`config.mk`:
```
export PLATFORM = sky130hd
export DESIGN_NAME = sfbg_top
export DESIGN_NICKNAME = d
export VERILOG_FILES = /design/src/common/sfbg_pkg.sv /design/src/design/sfbg_baud_gen.sv /design/src/design/sfbg_format.sv /design/src/design/sfbg_top.sv
export SDC_FILE = /design/constraint.sdc
export NUM_CORES = 1
export LEC_CHECK = 0
export ABC_AREA = 1
export BUFFER_PORTS_ARGS = -buffer_cell sky130_fd_sc_hd__buf_4
export CORE_MARGIN = 3
export CORE_UTILIZATION = 40
export DETAILED_ROUTE_END_ITERATION = 7
export SKIP_CTS_REPAIR_TIMING = 1
export SYNTH_ARGS = -nofsm -noshare
export SYNTH_HDL_FRONTEND = slang
export SYNTH_SLANG_ARGS = --single-unit
```
`constraint.sdc`:
```
create_clock -name aclk -period 1.8 [get_ports aclk]
set_input_delay 0.27 -clock aclk [delete_from_list [all_inputs] [get_ports aclk]]
set_output_delay 0.27 -clock aclk [all_outputs]
set_load 0.005 [all_outputs]
```
`src/common/sfbg_pkg.sv`:
```
// Constants, carrier types and the shared format function of the
// serial format and bit-rate block.
// Assumes a single 10 MHz clock domain and an AXI4-Lite register port.
package sfbg_pkg;

  // ********************************************************************
  // Register map (byte addresses, one aligned word each)
  // ********************************************************************
  localparam logic [3:0] OFF_FMT = 4'h0;
  localparam logic [3:0] OFF_RATE = 4'h4;
  localparam logic [3:0] OFF_SMC = 4'h8;
  localparam logic [3:0] OFF_STAT = 4'hC;

  // ********************************************************************
  // Field positions and reset values
  // ********************************************************************
  localparam int FMT_DIR_BIT = 3;
  localparam int FMT_INV_BIT = 2;
  localparam int FMT_MODE_BIT = 0;
  localparam logic [7:0] FMT_RSVD_ONES = 8'hF2;
  localparam logic [7:0] FMT_RESET = 8'h00;
  localparam logic [7:0] RATE_RESET = 8'hFF;
  localparam logic [7:0] SMC_RESET = 8'h00;
  localparam int SMC_CKS_LO_BIT = 0;
  localparam int SMC_CKS_HI_BIT = 1;
  localparam int SMC_PAR_ODD_BIT = 4;
  localparam int SMC_CHR7_BIT = 6;
  localparam logic [7:0] STAT_RESET = 8'h00;

  // ********************************************************************
  // Bus responses and generator stages
  // ********************************************************************
  localparam logic [1:0] RESP_OKAY = 2'b00;
  localparam logic [1:0] RESP_SLVERR = 2'b10;
  localparam logic [4:0] FINAL_DIV_LAST = 5'h1F;
  localparam logic [31:0] RD_ZERO = 32'h0000_0000;

  // Configuration that steers the generator and the format stage
  typedef struct packed {
    logic msb_first;
    logic invert;
    logic chr7;
    logic [1:0] cks;
    logic [7:0] divn;
  } sfbg_cfg_s;

  // Reorder and invert one character; both steps are self-inverse,
  // so the same function serves transmit and receive.
  function automatic logic [7:0] fmt_word(input logic [7:0] d,
                                          input logic msb_first,
                                          input logic chr7,
                                          input logic invert);
    logic [7:0] r;
    r = d;
    if (msb_first && !chr7) begin
      for (int i = 0; i < 8; i++) begin
        r[i] = d[7 - i];
      end
    end
    if (invert) begin
      r = chr7 ? {r[7], ~r[6:0]} : ~r;
    end
    return r;
  endfunction : fmt_word

  // Prescaler terminal count for a divide by 4 to the power n
  function automatic logic [5:0] pre_last(input logic [1:0] n);
    logic [5:0] v;
    v = 6'h00;
    unique case (n)
      2'd0: v = 6'h00;
      2'd1: v = 6'h03;
      2'd2: v = 6'h0F;
      2'd3: v = 6'h3F;
    endcase
    return v;
  endfunction : pre_last

endpackage : sfbg_pkg

```
`src/design/sfbg_baud_gen.sv`:
```
// Bit-rate generator: 4^n prescaler, (N+1) divider, fixed divide by 32.
// Assumes configuration from logic on the same clock.
`timescale 1ns/1ps
module sfbg_baud_gen (
  input wire logic aclk,
  input wire logic aresetn,
  input wire logic restart,
  input wire sfbg_pkg::sfbg_cfg_s cfg,
  output logic sample_tick_r,
  output logic bit_tick_r
);

  logic [5:0] pre_cnt_r;
  logic [7:0] div_cnt_r;
  logic [4:0] fin_cnt_r;
  logic pre_tick;
  logic div_tick;

  // Stage terminal conditions
  assign pre_tick = (pre_cnt_r == sfbg_pkg::pre_last(cfg.cks));
  assign div_tick = pre_tick && (div_cnt_r == 8'h00);

  // Prescaler divides the clock by 4 to the power n
  always_ff @(posedge aclk) begin
    if (!aresetn || restart || pre_tick) begin
      pre_cnt_r <= 6'h00;
    end else begin
      pre_cnt_r <= pre_cnt_r + 6'h01;
    end
  end

  // Down counter reloaded with N divides by N+1, N=0 included
  always_ff @(posedge aclk) begin
    if (!aresetn || restart) begin
      div_cnt_r <= cfg.divn;
    end else if (pre_tick) begin
      div_cnt_r <= div_tick ? cfg.divn : div_cnt_r - 8'h01;
    end
  end

  // Final divide by 32 yields one bit period
  always_ff @(posedge aclk) begin
    if (!aresetn || restart) begin
      fin_cnt_r <= 5'h00;
    end else if (div_tick) begin
      fin_cnt_r <= fin_cnt_r + 5'h01;
    end
  end

  // Registered tick outputs
  always_ff @(posedge aclk) begin
    if (!aresetn || restart) begin
      sample_tick_r <= 1'b0;
      bit_tick_r <= 1'b0;
    end else begin
      sample_tick_r <= div_tick;
      bit_tick_r <= div_tick && (fin_cnt_r == sfbg_pkg::FINAL_DIV_LAST);
    end
  end

endmodule : sfbg_baud_gen

```
`src/design/sfbg_format.sv`:
```
// Format stage: bit order and level inversion for both directions.
// Assumes words arrive from the shifters on the same clock.
`timescale 1ns/1ps
module sfbg_format (
  input wire logic aclk,
  input wire logic aresetn,
  input wire sfbg_pkg::sfbg_cfg_s cfg,
  input wire logic [7:0] tx_hold_data,
  input wire logic [7:0] rx_shift_data,
  output logic [7:0] tx_line_data_r,
  output logic [7:0] rx_store_data_r
);

  // Transmit word: holding buffer to shifter order and level
  always_ff @(posedge aclk) begin
    if (!aresetn) begin
      tx_line_data_r <= 8'h00;
    end else begin
      tx_line_data_r <= sfbg_pkg::fmt_word(tx_hold_data, cfg.msb_first,
                                           cfg.chr7, cfg.invert);
    end
  end

  // Receive word: shifter order and level to holding buffer
  always_ff @(posedge aclk) begin
    if (!aresetn) begin
      rx_store_data_r <= 8'h00;
    end else begin
      rx_store_data_r <= sfbg_pkg::fmt_word(rx_shift_data, cfg.msb_first,
                                            cfg.chr7, cfg.invert);
    end
  end

endmodule : sfbg_format

```
`src/design/sfbg_top.sv`:
```
// Top of one channel's serial format options and bit-rate generator,
// with its AXI4-Lite register slave.
// Assumes one clock, synchronous reset, shifters on the same clock.
//
// Summary of operation
// - Direction bit 0 LSB-first, 1 MSB-first
// - Seven-bit characters always LSB-first
// - Invert bit flips data both directions
// - Parity level never inverted; software flips parity
// - Reserved format bits read one, ignore writes
// - Eight-bit rate register, resets all ones
// - Each channel has its own generator
// - Rate is clock over 64*2^(2n-1)*(N+1)
// - Clock-select bits give prescale exponent n
// - Every N from 0 to 255 valid
//
// The address map and register access over AXI4-Lite were decided locally.
`timescale 1ns/1ps
module sfbg_top (
  input wire logic aclk,
  input wire logic aresetn,
  // AXI4-Lite write address
  input wire logic [3:0] s_axi_awaddr,
  input wire logic s_axi_awvalid,
  output logic s_axi_awready,
  // AXI4-Lite write data
  input wire logic [31:0] s_axi_wdata,
  input wire logic [3:0] s_axi_wstrb,
  input wire logic s_axi_wvalid,
  output logic s_axi_wready,
  // AXI4-Lite write response
  output logic [1:0] s_axi_bresp,
  output logic s_axi_bvalid,
  input wire logic s_axi_bready,
  // AXI4-Lite read address
  input wire logic [3:0] s_axi_araddr,
  input wire logic s_axi_arvalid,
  output logic s_axi_arready,
  // AXI4-Lite read data
  output logic [31:0] s_axi_rdata,
  output logic [1:0] s_axi_rresp,
  output logic s_axi_rvalid,
  input wire logic s_axi_rready,
  // Shifter side
  input wire logic [7:0] tx_hold_data,
  input wire logic [7:0] rx_shift_data,
  output logic [7:0] tx_line_data,
  output logic [7:0] rx_store_data,
  output logic chr7_sel,
  output logic parity_odd_sel,
  output logic sample_tick,
  output logic bit_tick
);

  // ********************************************************************
  // Register state
  // ********************************************************************
  logic fmt_dir_r;
  logic fmt_inv_r;
  logic fmt_mode_r;
  logic [7:0] rate_r;
  logic [7:0] smc_r;
  logic [7:0] period_cnt_r;
  logic chr7_r;
  logic par_odd_r;

  // Bus state
  logic aw_held_r;
  logic [3:0] aw_addr_r;
  logic w_held_r;
  logic [7:0] w_data_r;
  logic w_lane_r;
  logic bvalid_r;
  logic [1:0] bresp_r;
  logic arready_r;
  logic rvalid_r;
  logic [31:0] rdata_r;
  logic [1:0] rresp_r;

  logic do_write;
  logic wr_fmt;
  logic wr_rate;
  logic wr_smc;
  logic wr_map;
  logic rate_restart;
  logic bit_tick_i;
  logic [7:0] fmt_rd;
  sfbg_pkg::sfbg_cfg_s cfg;

  // Address map check, shared by both directions
  function automatic logic is_mapped(input logic [3:0] a);
    return (a == sfbg_pkg::OFF_FMT) || (a == sfbg_pkg::OFF_RATE) ||
           (a == sfbg_pkg::OFF_SMC) || (a == sfbg_pkg::OFF_STAT);
  endfunction : is_mapped

  // ********************************************************************
  // AXI4-Lite write path
  // ********************************************************************

  // Write commits once address and data are both held
  assign do_write = aw_held_r && w_held_r && !bvalid_r;
  assign wr_map = is_mapped(aw_addr_r);
  assign wr_fmt = do_write && w_lane_r && (aw_addr_r == sfbg_pkg::OFF_FMT);
  assign wr_rate = do_write && w_lane_r && (aw_addr_r == sfbg_pkg::OFF_RATE);
  assign wr_smc = do_write && w_lane_r && (aw_addr_r == sfbg_pkg::OFF_SMC);

  // Address channel, accepted independently of data
  always_ff @(posedge aclk) begin
    if (!aresetn) begin
      aw_held_r <= 1'b0;
      aw_addr_r <= 4'h0;
    end else if (s_axi_awvalid && s_axi_awready) begin
      aw_held_r <= 1'b1;
      aw_addr_r <= s_axi_awaddr;
    end else if (do_write) begin
      aw_held_r <= 1'b0;
    end
  end

  // Data channel; only the low byte lane carries register bits
  always_ff @(posedge aclk) begin
    if (!aresetn) begin
      w_held_r <= 1'b0;
      w_data_r <= 8'h00;
      w_lane_r <= 1'b0;
    end else if (s_axi_wvalid && s_axi_wready) begin
      w_held_r <= 1'b1;
      w_data_r <= s_axi_wdata[7:0];
      w_lane_r <= s_axi_wstrb[0];
    end else if (do_write) begin
      w_held_r <= 1'b0;
    end
  end

  // Write response, SLVERR for an unmapped address
  always_ff @(posedge aclk) begin
    if (!aresetn) begin
      bvalid_r <= 1'b0;
      bresp_r <= sfbg_pkg::RESP_OKAY;
    end else if (do_write) begin
      bvalid_r <= 1'b1;
      bresp_r <= wr_map ? sfbg_pkg::RESP_OKAY : sfbg_pkg::RESP_SLVERR;
    end else if (s_axi_bready) begin
      bvalid_r <= 1'b0;
    end
  end

  // Ready held low while a channel is stored or a response waits
  always_ff @(posedge aclk) begin
    if (!aresetn) begin
      s_axi_awready <= 1'b0;
      s_axi_wready <= 1'b0;
    end else begin
      s_axi_awready <= !aw_held_r && !bvalid_r && !do_write &&
                       !(s_axi_awvalid && s_axi_awready);
      s_axi_wready <= !w_held_r && !bvalid_r && !do_write &&
                      !(s_axi_wvalid && s_axi_wready);
    end
  end

  // ********************************************************************
  // Registers
  // ********************************************************************

  // Format/mode control; reserved bits have no storage
  always_ff @(posedge aclk) begin
    if (!aresetn) begin
      fmt_dir_r <= sfbg_pkg::FMT_RESET[sfbg_pkg::FMT_DIR_BIT];
      fmt_inv_r <= sfbg_pkg::FMT_RESET[sfbg_pkg::FMT_INV_BIT];
      fmt_mode_r <= sfbg_pkg::FMT_RESET[sfbg_pkg::FMT_MODE_BIT];
    end else if (wr_fmt) begin
      fmt_dir_r <= w_data_r[sfbg_pkg::FMT_DIR_BIT];
      fmt_inv_r <= w_data_r[sfbg_pkg::FMT_INV_BIT];
      fmt_mode_r <= w_data_r[sfbg_pkg::FMT_MODE_BIT];
    end
  end

  // Bit-rate setting, writable at any time
  always_ff @(posedge aclk) begin
    if (!aresetn) begin
      rate_r <= sfbg_pkg::RATE_RESET;
    end else if (wr_rate) begin
      rate_r <= w_data_r;
    end
  end

  // Serial mode control: clock select, parity sense, character length
  always_ff @(posedge aclk) begin
    if (!aresetn) begin
      smc_r <= sfbg_pkg::SMC_RESET;
    end else if (wr_smc) begin
      smc_r <= w_data_r;
    end
  end

  // Count of bit periods, readable as generator status
  always_ff @(posedge aclk) begin
    if (!aresetn || rate_restart) begin
      period_cnt_r <= sfbg_pkg::STAT_RESET;
    end else if (bit_tick_i) begin
      period_cnt_r <= period_cnt_r + 8'h01;
    end
  end

  // Generator restarts on any change of its divide settings
  assign rate_restart = wr_rate || wr_smc;

  // ********************************************************************
  // AXI4-Lite read path
  // ********************************************************************

  // Reserved format bits always read as one
  assign fmt_rd = sfbg_pkg::FMT_RSVD_ONES |
                  ({7'h00, fmt_dir_r} << sfbg_pkg::FMT_DIR_BIT) |
                  ({7'h00, fmt_inv_r} << sfbg_pkg::FMT_INV_BIT) |
                  ({7'h00, fmt_mode_r} << sfbg_pkg::FMT_MODE_BIT);

  // One read at a time: address taken, data returned next cycle
  always_ff @(posedge aclk) begin
    if (!aresetn) begin
      arready_r <= 1'b0;
    end else begin
      arready_r <= !rvalid_r && !(s_axi_arvalid && arready_r);
    end
  end

  // Read data and response
  always_ff @(posedge aclk) begin
    if (!aresetn) begin
      rvalid_r <= 1'b0;
      rdata_r <= sfbg_pkg::RD_ZERO;
      rresp_r <= sfbg_pkg::RESP_OKAY;
    end else if (s_axi_arvalid && arready_r) begin
      rvalid_r <= 1'b1;
      rresp_r <= is_mapped(s_axi_araddr) ? sfbg_pkg::RESP_OKAY
                                         : sfbg_pkg::RESP_SLVERR;
      unique case (s_axi_araddr)
        sfbg_pkg::OFF_FMT: rdata_r <= {24'h00_0000, fmt_rd};
        sfbg_pkg::OFF_RATE: rdata_r <= {24'h00_0000, rate_r};
        sfbg_pkg::OFF_SMC: rdata_r <= {24'h00_0000, smc_r};
        sfbg_pkg::OFF_STAT: rdata_r <= {24'h00_0000, period_cnt_r};
        default: rdata_r <= sfbg_pkg::RD_ZERO;
      endcase
    end else if (s_axi_rready) begin
      rvalid_r <= 1'b0;
    end
  end

  assign s_axi_arready = arready_r;
  assign s_axi_rvalid = rvalid_r;
  assign s_axi_rdata = rdata_r;
  assign s_axi_rresp = rresp_r;
  assign s_axi_bvalid = bvalid_r;
  assign s_axi_bresp = bresp_r;

  // ********************************************************************
  // Datapath configuration and sub-blocks
  // ********************************************************************

  // Direction honoured only for eight-bit characters
  always_comb begin
    cfg.msb_first = fmt_dir_r;
    cfg.invert = fmt_inv_r;
    cfg.chr7 = smc_r[sfbg_pkg::SMC_CHR7_BIT];
    cfg.cks = {smc_r[sfbg_pkg::SMC_CKS_HI_BIT],
               smc_r[sfbg_pkg::SMC_CKS_LO_BIT]};
    cfg.divn = rate_r;
  end

  // Parity sense passes straight through; inversion never touches it
  always_ff @(posedge aclk) begin
    if (!aresetn) begin
      chr7_r <= 1'b0;
      par_odd_r <= 1'b0;
    end else begin
      chr7_r <= cfg.chr7;
      par_odd_r <= smc_r[sfbg_pkg::SMC_PAR_ODD_BIT];
    end
  end

  assign chr7_sel = chr7_r;
  assign parity_odd_sel = par_odd_r;
  assign bit_tick = bit_tick_i;

  // Private generator for this channel
  sfbg_baud_gen u_baud_gen (
    .aclk(aclk),
    .aresetn(aresetn),
    .restart(rate_restart),
    .cfg(cfg),
    .sample_tick_r(sample_tick),
    .bit_tick_r(bit_tick_i)
  );

  // Bit order and inversion for both directions
  sfbg_format u_format (
    .aclk(aclk),
    .aresetn(aresetn),
    .cfg(cfg),
    .tx_hold_data(tx_hold_data),
    .rx_shift_data(rx_shift_data),
    .tx_line_data_r(tx_line_data),
    .rx_store_data_r(rx_store_data)
  );

endmodule : sfbg_top

```
## Yosys cells after proc, flatten, opt, wreduce, memory -nomap -nowiden

Index checks and enable logic that the tools add are counted.

- ROM bits: 0
- Bits in latches: 0
- Memory bits (writable): 0
- Bits in registers: 122
- Memories kept: 0

- Mux-type cells: 22
- Equal/unequal tests: 11
- Multipliers: 0
- Div/mod/pow operators: 0
- Shifts and indexed selects: 0
- $lt $le $gt $ge: 0
- Reduce and logical (&&, ||, !) cells: 47
- $add $sub $neg: 4
- Bitwise logic cells: 6

Operator list:

| cell | count |
|---|---|
| $mux 8 | 11 |
| $pmux 8 s4 | 1 |
| $pmux 6 s4 | 1 |
| $logic_and 1x1->1 | 19 |
| $eq 4x4->1 const B | 4 |
| $not 8->8 | 2 |
| $not 7->7 | 2 |
| $logic_not 1->1 | 10 |
| $reduce_bool 2->1 | 5 |
| $logic_or 1x1->1 | 9 |
| $add 8x1->8 const B | 1 |
| $eq 4x3->1 const B | 2 |
| $logic_not 4->1 | 2 |
| $logic_not 8->1 | 1 |
| $or 8x1->8 | 1 |
| $or 8x3->8 | 1 |
| $sub 8x1->8 const B | 1 |
| $mux 1 | 7 |
| $add 6x1->6 const B | 1 |
| $eq 6x6->1 | 1 |
| $add 5x1->5 const B | 1 |
| $eq 5x5->1 const B | 1 |
| $eq 2x2->1 const B | 2 |
| $mux 2 | 2 |
| 2 further kinds | 2 |

## Longest topological paths before layout

Gate-level depths: netlist of the first run.

- Depth after elaboration: 7
- Mapped depth: 10
- Mapped depth without buffers: 9

## Cells and area by module

From an unflattened synthesis of the first run, not the netlist that was laid out.

- Cells, all modules: 630
- Area total of the unflattened synthesis: 4652.0 µm²

Modules (own cells, without submodules):

| module | area an instance (µm²) | instances | sequential area each (µm²) | cells an instance |
|---|---|---|---|---|
| sfbg_top | 2636.3 | 1 | 1181.1 | 353 |
| sfbg_baud_gen | 1189.9 | 1 | 500.5 | 153 |
| sfbg_format | 825.8 | 1 | 320.3 | 124 |

## Worst setup path before layout of the first run

OpenSTA, ideal clock, no wires.

- Path kind: register to register
- Start: register u_baud_gen.div_cnt_r[0]
- End: register u_baud_gen.div_cnt_r[6] (data pin)
- Data arrival time: 1357 ps
- Buffers on the path: 1
- Slack: 191 ps
- Cell stages (with the launch flop): 11
- Data required time: 1548 ps
- Path through: edfxtp_1 > inv_1 > ha_1 > nand2_2 > nor2_4 > inv_1 > nor2_4 > nor2_4 > buf_6 > nand2_2 > nand2_1

- Word-level cells in the longest chain between the ends: 5

RTL lines:

| what | RTL line | RTL |
|---|---|---|
| from (decl) | sfbg_baud_gen.sv:14 | `logic [7:0] div_cnt_r;` |
| from (signal assigned) | sfbg_baud_gen.sv:35 | `div_cnt_r <= cfg.divn;` |
| from (signal assigned) | sfbg_baud_gen.sv:37 | `div_cnt_r <= div_tick ? cfg.divn : div_cnt_r - 8'h01;` |
| parallel branches: the longest is 2 deep, another holds $sub 8x1->8 | - |  |
| $mux 8 * | sfbg_baud_gen.sv:37 |  |
| $mux 8 * | sfbg_baud_gen.sv:36 | `end else if (pre_tick) begin` |
| $mux 8 * | sfbg_baud_gen.sv:34 | `if (!aresetn \|\| restart) begin` |

Every way passes the cells marked *. The select of a mux whose other input is x is not followed.
A chain may end at the register's enable or synchronous reset.

## Final worst setup path of the first run

- Start: register bvalid_r (netlist: s_axi_bvalid)
- End: register u_baud_gen.div_cnt_r[6] (enable)

- Word-level cells in the longest chain between the ends: 7

RTL lines:

| what | RTL line | RTL |
|---|---|---|
| from (decl) | sfbg_top.sv:73 | `logic bvalid_r;` |
| from (signal assigned) | sfbg_top.sv:138 | `bvalid_r <= 1'b0;` |
| from (signal assigned) | sfbg_top.sv:141 | `bvalid_r <= 1'b1;` |
| from (signal assigned) | sfbg_top.sv:144 | `bvalid_r <= 1'b0;` |
| $logic_not 1->1 * | sfbg_top.sv:101 | `assign do_write = aw_held_r && w_held_r && !bvalid_r;` |
| $logic_and 1x1->1 * | sfbg_top.sv:101 |  |
| $logic_and 1x1->1 * | sfbg_top.sv:104, sfbg_top.sv:105 |  |
| $logic_and 1x1->1 (on tied branches) | sfbg_top.sv:104, sfbg_top.sv:105 |  |
| $logic_or 1x1->1 * | sfbg_top.sv:206 | `assign rate_restart = wr_rate \|\| wr_smc;` |
| $logic_or 1x1->1 * | sfbg_baud_gen.sv:34 |  |
| $reduce_bool 2->1 (no source line) * | - |  |

Mark *: on every way between the ends. The rest lies on a longest branch, timed or not.

==> results of run 1 <==
registers in the layout, summed over array words and instances (netlist names), 4 cells and up:
name,count
aw_addr_r,4
rate_r,8
w_data_r,8
s_axi_rdata,8
u_baud_gen.div_cnt_r,8
u_format.tx_line_data_r,8
u_baud_gen.pre_cnt_r,6
smc_r,8
u_format.rx_store_data_r,8
u_baud_gen.fin_cnt_r,5
period_cnt_r,8
per-layer routing:
layer  GRT usage  part of all wire
met1       0.190              0.45
met2       0.247              0.46
met3      0.0658             0.073
met4      0.0495             0.012
met5           0                 0
layout make-up:
cell class | instances | share of cell area
clock buffer | 12 | 0.0317
clock inverter | 2 | 0.00692
inverter | 55 | 0.0394
multi-input combinational | 397 | 0.391
sequential | 96 | 0.382
tap | 136 | 0.0324
timing repair buffer | 80 | 0.117
power by group through the flow:
| stage | clock network [W] | logic, W | registers, W |
|---|---|---|---|
| floorplan | 0 | 0.000261 | 0.00231 |
| global placement | 0 | 0.000382 | 0.00231 |
| detailed placement | 0 | 0.000388 | 0.00231 |
| CTS | 0.00151 | 0.000390 | 0.00226 |
| global route | 0.00160 | 0.000439 | 0.00227 |
| finish | 0.00145 | 0.000386 | 0.00226 |
cells in the final DEF, fill, tap and decap left out, drive strengths merged, types with 8 or more instances in the layout:
master	instances
conb	26
o21ai	53
o211ai	8
nor3	8
clkbuf	12
nand3	15
nand2	144
inv	54
a21oi	61
buf	80
nor2	49
edfxtp	8
xor2	8
dfxtp	88
cell usage after synthesis:
cell / n / share of area
sky130_fd_sc_hd__nand2_4: 3 / 0.0076
sky130_fd_sc_hd__clkbuf_1: 9 / 0.0076
sky130_fd_sc_hd__xor2_1: 8 / 0.016
sky130_fd_sc_hd__o211ai_1: 8 / 0.014
sky130_fd_sc_hd__edfxtp_1: 8 / 0.054
sky130_fd_sc_hd__clkinv_1: 2 / 0.0017
sky130_fd_sc_hd__a2111oi_0: 2 / 0.0039
sky130_fd_sc_hd__inv_2: 7 / 0.0059
sky130_fd_sc_hd__nor2_1: 42 / 0.035
sky130_fd_sc_hd__nor3_2: 6 / 0.014
sky130_fd_sc_hd__nand4_1: 6 / 0.0085
sky130_fd_sc_hd__ha_1: 5 / 0.014
sky130_fd_sc_hd__nand2_1: 124 / 0.10
sky130_fd_sc_hd__a21oi_1: 61 / 0.069
sky130_fd_sc_hd__buf_6: 1 / 0.0025
sky130_fd_sc_hd__nor2_8: 1 / 0.0045
sky130_fd_sc_hd__nand4_4: 1 / 0.0048
sky130_fd_sc_hd__nor2_2: 3 / 0.0042
sky130_fd_sc_hd__nand3_4: 3 / 0.012
sky130_fd_sc_hd__nand3b_1: 1 / 0.0017
sky130_fd_sc_hd__inv_1: 46 / 0.039
sky130_fd_sc_hd__nor2_4: 3 / 0.0076
sky130_fd_sc_hd__or2_2: 1 / 0.0014
sky130_fd_sc_hd__o21ai_0: 53 / 0.060
sky130_fd_sc_hd__conb_1: 1 / 0.00084
sky130_fd_sc_hd__dfxtp_1: 88 / 0.40
sky130_fd_sc_hd__nor3_1: 2 / 0.0023
sky130_fd_sc_hd__mux2i_1: 1 / 0.0023
sky130_fd_sc_hd__xnor2_1: 4 / 0.0079
sky130_fd_sc_hd__buf_4: 28 / 0.047
sky130_fd_sc_hd__nand2_2: 17 / 0.024
sky130_fd_sc_hd__and3_1: 1 / 0.0014
sky130_fd_sc_hd__nand3_1: 12 / 0.014
sky130_fd_sc_hd__buf_2: 4 / 0.0045
sky130_fd_sc_hd__nor3b_2: 2 / 0.0056
sky130_fd_sc_hd__a31oi_1: 1 / 0.0014
worst min-delay path by stage:
stage | start | end | slack [ns] | depth (start not counted)
after CTS | s_axi_wvalid | s_axi_wready | 0.09 | 2
after detailed placement | s_axi_rvalid | s_axi_arready | 0.44 | 1
final | s_axi_awvalid | s_axi_awready | 0.12 | 2
after global routing | s_axi_wvalid | s_axi_wready | 0.1 | 2
after floorplan | s_axi_awvalid | s_axi_awready | 0.39 | 1
after global placement | u_baud_gen.fin_cnt_r[4] | u_baud_gen.fin_cnt_r[4] | 0.44 | 2
critical path, cell delays in order (launching register included):
cell and delay [ns]:
sky130_fd_sc_hd__dfxtp_1 0.39, sky130_fd_sc_hd__inv_2 0.07, sky130_fd_sc_hd__nand3_4 0.10, sky130_fd_sc_hd__nor2_8 0.05
sky130_fd_sc_hd__nand2_4 0.13, sky130_fd_sc_hd__nand2_1 0.08, sky130_fd_sc_hd__nor2_2 0.26, sky130_fd_sc_hd__nand2_2 0.29
logic make-up after synthesis:
kind of cell / count (synthesis) / synth area share
DFF: 96 / 0.451
and+or+nand+nor: 228 / 0.253
other: 1 / 0.000844
AOI/OAI and AO/OA: 125 / 0.147
adders and majority gates: 5 / 0.0141
xor gates and xnor gates: 12 / 0.0237
buffers and inverters: 97 / 0.108
muxes: 1 / 0.00225
per-stage QoR:
stage / setup slack, ns / power (W) / util
after detailed placement: 0.111 / 0.00270 / 0.478
after global placement: 0.137 / 0.00269 / 0.478
after CTS: 0.0938 / 0.00417 / 0.497
after floorplan: 0.191 / 0.00257 / -
final: 0.112 / 0.00410 / 0.497
after global routing: -0.0262 / 0.00431 / 0.497
==> impl_summary.log, run 1 <==
INFO  metric grt.total_usage = 0.155
INFO  metric flow.area_growth_from_synthesis = 18.1%
INFO  metric design.portCount = 128
INFO  metric clock_path_buffers = 2
INFO  metric grt_pass1_vias = ~3400
INFO  metric seq_power_share = 0.553
INFO  metric hold_ws = between 0.1 and 0.15 ns
INFO  metric post_layout_nonfiller_instances = between 700 and 800
INFO  metric h-tree-depth = 3
INFO  metric design.final.nets = about 710
INFO  metric power.clock.fraction = 0.353
INFO  metric switching_power = between 0.0009 and 0.001 W
INFO  metric drt_iter0_drc = 190
INFO  metric n_antenna_cell = 0
INFO  metric max-vdd-ir-drop = about 0.00043 V
INFO  metric critical_path.max_fanout = 14
INFO  metric fp.coreArea = between 10000 and 15000 um^2
INFO  metric cts_inserted_buffers = 9
INFO  metric ys_warn_count = 0
INFO  metric design.die.area = about 12000 um^2
INFO  metric synth-seq-cells = 96
INFO  metric dr.pass1.iters = 4
INFO  metric grt_start_max_net_pins = 37
INFO  metric final.min_clock_period = 1.69 ns
INFO  metric tns = 0 ns
INFO  metric flop2flop_setup_slack = around 0.11 ns
INFO  metric fin_worst_skew = approximately 0.006 ns
INFO  metric power-per-cell-area = approximately 780 nW/um^2
INFO  metric critPathRequiredTime = approximately 1.8 ns
INFO  metric placed_cells_incl_taps = about 760
INFO  metric antenna_found_initial = 0
INFO  metric max-cap-violations = 0
INFO  metric gp_congestion = between 0.8 and 0.9
INFO  metric min_period_over_period = 0.938
INFO  metric nFillCells = 1053
INFO  metric initial_core_util = 0.421
INFO  metric clkSlewWorstSetupHoldPaths = roughly 0.080 ns
INFO  metric rows = 37
INFO  metric critical_path.endpoint = u_baud_gen.div_cnt_r[6]
INFO  metric postSynthCellCount = roughly 570
INFO  metric worstPathArrival = roughly 1.7 ns
INFO  metric multi_input_area = slightly above 2000 um^2
INFO  metric fmaxAchievable = 592 MHz
INFO  metric cellInternalPower = ~0.0032 W
INFO  metric dp.final_hpwl = just over 7 mm
INFO  metric vias = 3627
INFO  metric rr_worst_depth = 7
INFO  metric sw_frac_of_total = 0.231
INFO  metric synth-seq-area-share = 0.451
INFO  metric drc = 0
INFO  metric io_buffer_count = 74
INFO  metric cts.sinks = 96
INFO  metric hold_path_class = in2reg
INFO  metric combinationalPowerShare = 0.094
INFO  metric timing_worst_slew_pin_value = between 0.5 and 0.6 ns
INFO  metric slew-limit-headroom = 0.660
INFO  metric crit_path_start_kind = flop
INFO  metric chipWidth = ~110 um
INFO  metric count_of_final_hold_check_violations = 0
INFO  metric final_area = 5250 um^2
INFO  metric global_route_congestion_overflow_total = 0
INFO  metric drive_above_1_share = 0.218
INFO  metric dpl-instance-area = approximately 5000 um^2
INFO  metric grt_setup_unrepaired = true
INFO  metric synthesis.area_per_instance = slightly below 8 um^2
INFO  metric worst_skew_pair.late_latency = 0.36 ns
INFO  metric synth.cell_area = between 4000 and 5000 um^2
INFO  metric timing_max_transition_violations_final = 0
INFO  metric power.leakage = approximately 2.4 nW
INFO  metric register_area = approximately 2000 um^2
INFO  metric drt-vias-per-instance = between 4 and 5
INFO  metric timing.setup.critical_path_class = reg2reg
INFO  metric r2r-start = s_axi_bvalid
INFO  metric ant_nets = 0
INFO  metric setup_violation_total_in_the_final_timing_report = 0
INFO  metric status = completed
INFO  metric setup.worst_path.end_class = flop
INFO  metric tritoncts = built
INFO  metric cts.root.buffer_cell = sky130_fd_sc_hd__clkbuf_8
INFO  metric r2r-end = u_baud_gen.div_cnt_r[6]
INFO  metric synth_cell_types = 36
INFO  metric setup.worst_path.start = s_axi_bvalid
INFO  metric routed_wirelength_normalized_by_instance_count = approximately 12 um
INFO  metric finalWirelength = between 9 and 10 mm
INFO  metric die_h = ~110 um
INFO  metric grt_pass1_wl = between 15 and 20 mm
Power figures use the tool's default switching activity.
==> run 2: changes to the inputs <==
clock period = 2.2 ns   (was 1.8 ns; I/O delays follow)
==> run 2 against run 1 <==
Effect of this change:
- die area unchanged
- global-route usage down 0.20 points
- critical path depth up 1
- clock-buffer cell count is 1 lower
- clock power down 15%
- maximum frequency down 0.38%
==> impl_summary.log, run 2 (synthesis results as in run 1) <==
INFO  metric flop2flop_setup_slack = 0.51 ns (+0.39 ns)
INFO  metric final_area = 5210 um^2 (-0.62%)
INFO  metric worst_hold_path.endpoint = s_axi_wready
INFO  metric io_buffer_count = 74 (unchanged)
INFO  metric grt_setup_unrepaired = false
INFO  metric drc = 0 (unchanged)
INFO  metric h-tree-depth = 3 (unchanged)
INFO  metric grt_pass1_vias = 3351 (-2.2%)
INFO  metric multi_input_area = 2050 um^2 (unchanged)
INFO  metric tritoncts = built
INFO  metric worst_skew_pair.late_latency = 0.36 ns (about the same)
INFO  metric grt_pass1_wl = 15.7 mm (-0.87%)
INFO  metric layout_common_cells = sky130_fd_sc_hd__nand2_1 (124), sky130_fd_sc_hd__dfxtp_1 (88), sky130_fd_sc_hd__buf_4 (76), sky130_fd_sc_hd__a21oi_1 (61), sky130_fd_sc_hd__o21ai_0 (53)
INFO  metric nFillCells = 1044 (-0.85%)
INFO  metric r2r-start = s_axi_bvalid
INFO  metric final_util = 0.494 (-0.00308)
INFO  metric worstPathArrival = 1.93 ns (+0.20 ns)
INFO  metric timing_max_transition_violations_final = 0 (unchanged)
INFO  metric power-per-cell-area = 650 nW/um^2 (-17%)
INFO  metric timing_worst_slew_pin_value = 0.763 ns (+0.254 ns)
INFO  metric ant_nets = 0 (unchanged)
INFO  metric design.final.nets = 707 (-0.56%)
INFO  metric drive_above_1_share = 0.216 (-0.00211)
INFO  metric status = completed
INFO  metric chipWidth = 111 um (unchanged)
INFO  metric hold_path_class = in2reg
INFO  metric max-cap-violations = 0 (unchanged)
INFO  metric design.die.area = 12400 um^2 (unchanged)
INFO  metric sw_frac_of_total = 0.239 (+0.00829)
INFO  metric rr_worst_depth = 8 (+1)
INFO  metric setup.worst_path.end_class = flop
INFO  metric clock_path_buffers = 2 (unchanged)
INFO  metric power.clock.fraction = 0.362 (+0.009)
INFO  metric final.min_clock_period = 1.69 ns (+0.00635 ns)
INFO  metric drt_iter0_drc = 235 (+24%)
INFO  metric seq_power_share = 0.546 (-0.007)
INFO  metric max-vdd-ir-drop = 0.000404 V (-5.0%)
INFO  metric min-delay-start = s_axi_wvalid
INFO  metric timing.critical_path.slowest_stage_cell = sky130_fd_sc_hd__nor2_4
INFO  metric min_period_over_period = 0.770 (-0.168)
INFO  metric vias = 3613 (-0.39%)
INFO  metric finalWirelength = 9.32 mm (-0.85%)
INFO  metric n_antenna_cell = 0 (unchanged)
INFO  metric r2r-end = u_baud_gen.div_cnt_r[7]
INFO  metric design.portCount = 128 (unchanged)
INFO  metric clkSlewWorstSetupHoldPaths = 0.09 ns (about the same)
INFO  metric cts_inserted_buffers = 9 (unchanged)
INFO  metric setup_ws = 0.506 ns (+0.394 ns)
INFO  metric cts.sinks = 96 (unchanged)
INFO  metric commonest_non_fill_non_tap_cell_in_the_layout = sky130_fd_sc_hd__nand2_1
INFO  metric cp_slowest_stage_delay = 0.40 ns (about the same)
INFO  metric fp.coreArea = 10600 um^2 (unchanged)
INFO  metric combinationalPowerShare = 0.092 (-0.002)
INFO  metric initial_core_util = 0.421 (unchanged)
INFO  metric grt_start_max_net_pins = 34 (-8.1%)
INFO  metric antenna_found_initial = 0 (unchanged)
INFO  metric critical_path.max_fanout = 17 (+3)
INFO  metric register_area = 2000 um^2 (unchanged)
INFO  metric routed_wirelength_normalized_by_instance_count = 12.0 um (-0.47%)
INFO  metric gp_congestion = 0.825 (-2.9%)
INFO  metric critPathMostFrequentCell = sky130_fd_sc_hd__nand3_4
INFO  metric placement.setup.worst_slack = 0.512 ns (+0.400 ns)
INFO  metric rows = 37 (unchanged)
INFO  metric drt-vias-per-instance = 4.66 (about the same)
INFO  metric crit_path_start_kind = flop
INFO  metric hold_path_depth = 2 (unchanged)
INFO  metric timing.setup.critical_path_class = reg2reg
INFO  metric dp.final_hpwl = 7.00 mm (-2.5%)
INFO  metric die_h = 111 um (unchanged)
INFO  metric count_of_final_hold_check_violations = 0 (unchanged)
INFO  metric power.leakage = 2.43 nW (-0.69%)
INFO  metric flow.area_growth_from_synthesis = 17.4%
INFO  metric dpl-instance-area = 5000 um^2 (-0.84%)
INFO  metric tns = 0 ns (unchanged)
INFO  metric fin_worst_skew = 0.00766 ns (+0.00158 ns)
INFO  metric cts.root.buffer_cell = sky130_fd_sc_hd__clkbuf_8
INFO  metric report.power.total = 0.00339 W (-17%)
INFO  metric global_route_congestion_overflow_total = 0 (unchanged)
INFO  metric dr.pass1.iters = 4 (unchanged)
INFO  metric grt.total_usage = 0.153 (-0.00199)
INFO  metric cp_cell_sequence = inv_2 > nand3_4 > nor2_8 > nand2_4 > nand3_4 > nor2_4 > nand2_2 > nand2_1
INFO  metric critPathRequiredTime = 2.44 ns (+0.60 ns)
INFO  metric fmaxAchievable = 590 MHz (-0.38%)
INFO  metric slew-limit-headroom = 0.491 (-0.169)
INFO  metric cellInternalPower = 0.00258 W (-18%)
INFO  metric switching_power = 0.000811 W (-14%)
INFO  metric setup_violation_total_in_the_final_timing_report = 0 (unchanged)
run 2: cell count changes in the layout (fill, tap and decap cells not counted):
cell                       before  now
sky130_fd_sc_hd__clkinv_4       0    1
sky130_fd_sc_hd__buf_12         1    0
sky130_fd_sc_hd__clkbuf_1       1    0
sky130_fd_sc_hd__buf_4         79   76
sky130_fd_sc_hd__clkinv_2       0    1
run 2: stage by stage:
step	hold WS, ns	instances
after floorplan	0.417	590
after global placement	0.435	760
after detailed placement	0.445	760
after CTS	0.158	775
after global routing	0.171	775
final	0.175	775
run 2: worst max-delay path, delay by kind of cell, from the launching register on:
family        cells  cell delay [ns]
flops             1             0.39
buf+inv           1             0.07
simple gates      7             1.09
run 2: metal layers:
metal	share of wire	wire [um]	track usage
met2	0.45	4190	0.238
met3	0.070	656	0.0668
met1	0.47	4390	0.195
met4	0.0093	87	0.0381
met5	0	0	0
run 2: worst max path at each step:
stage | startpoint | end | slack (ns) | cells after the start
floorplan | u_baud_gen.div_cnt_r[0] | u_baud_gen.div_cnt_r[6] | 0.59 | 10
global placement | s_axi_bvalid | u_baud_gen.div_cnt_r[0] | 0.53 | 8
detailed placement | s_axi_bvalid | u_baud_gen.div_cnt_r[2] | 0.51 | 7
CTS | s_axi_bvalid | u_baud_gen.div_cnt_r[2] | 0.49 | 7
global route | s_axi_bvalid | u_baud_gen.div_cnt_r[2] | 0.32 | 8
finish | s_axi_bvalid | u_baud_gen.div_cnt_r[7] | 0.51 | 8
run 2: power groups by stage:
stage / clock network [W] / registers [W] / logic [W]
final: 0.00123 / 0.00185 / 0.000311
after floorplan: 0 / 0.00189 / 0.000214
after detailed placement: 0 / 0.00189 / 0.000312
after global routing: 0.00134 / 0.00186 / 0.000355
after global placement: 0 / 0.00189 / 0.000307
after CTS: 0.00126 / 0.00185 / 0.000313
run 2: cell type report:
class / instances / share of cell area
clock buffer: 11 / 0.0312
clock inverter: 4 / 0.00960
inverter: 55 / 0.0396
multi-input combinational: 397 / 0.394
sequential: 96 / 0.384
tap: 136 / 0.0326
timing repair buffer: 76 / 0.109
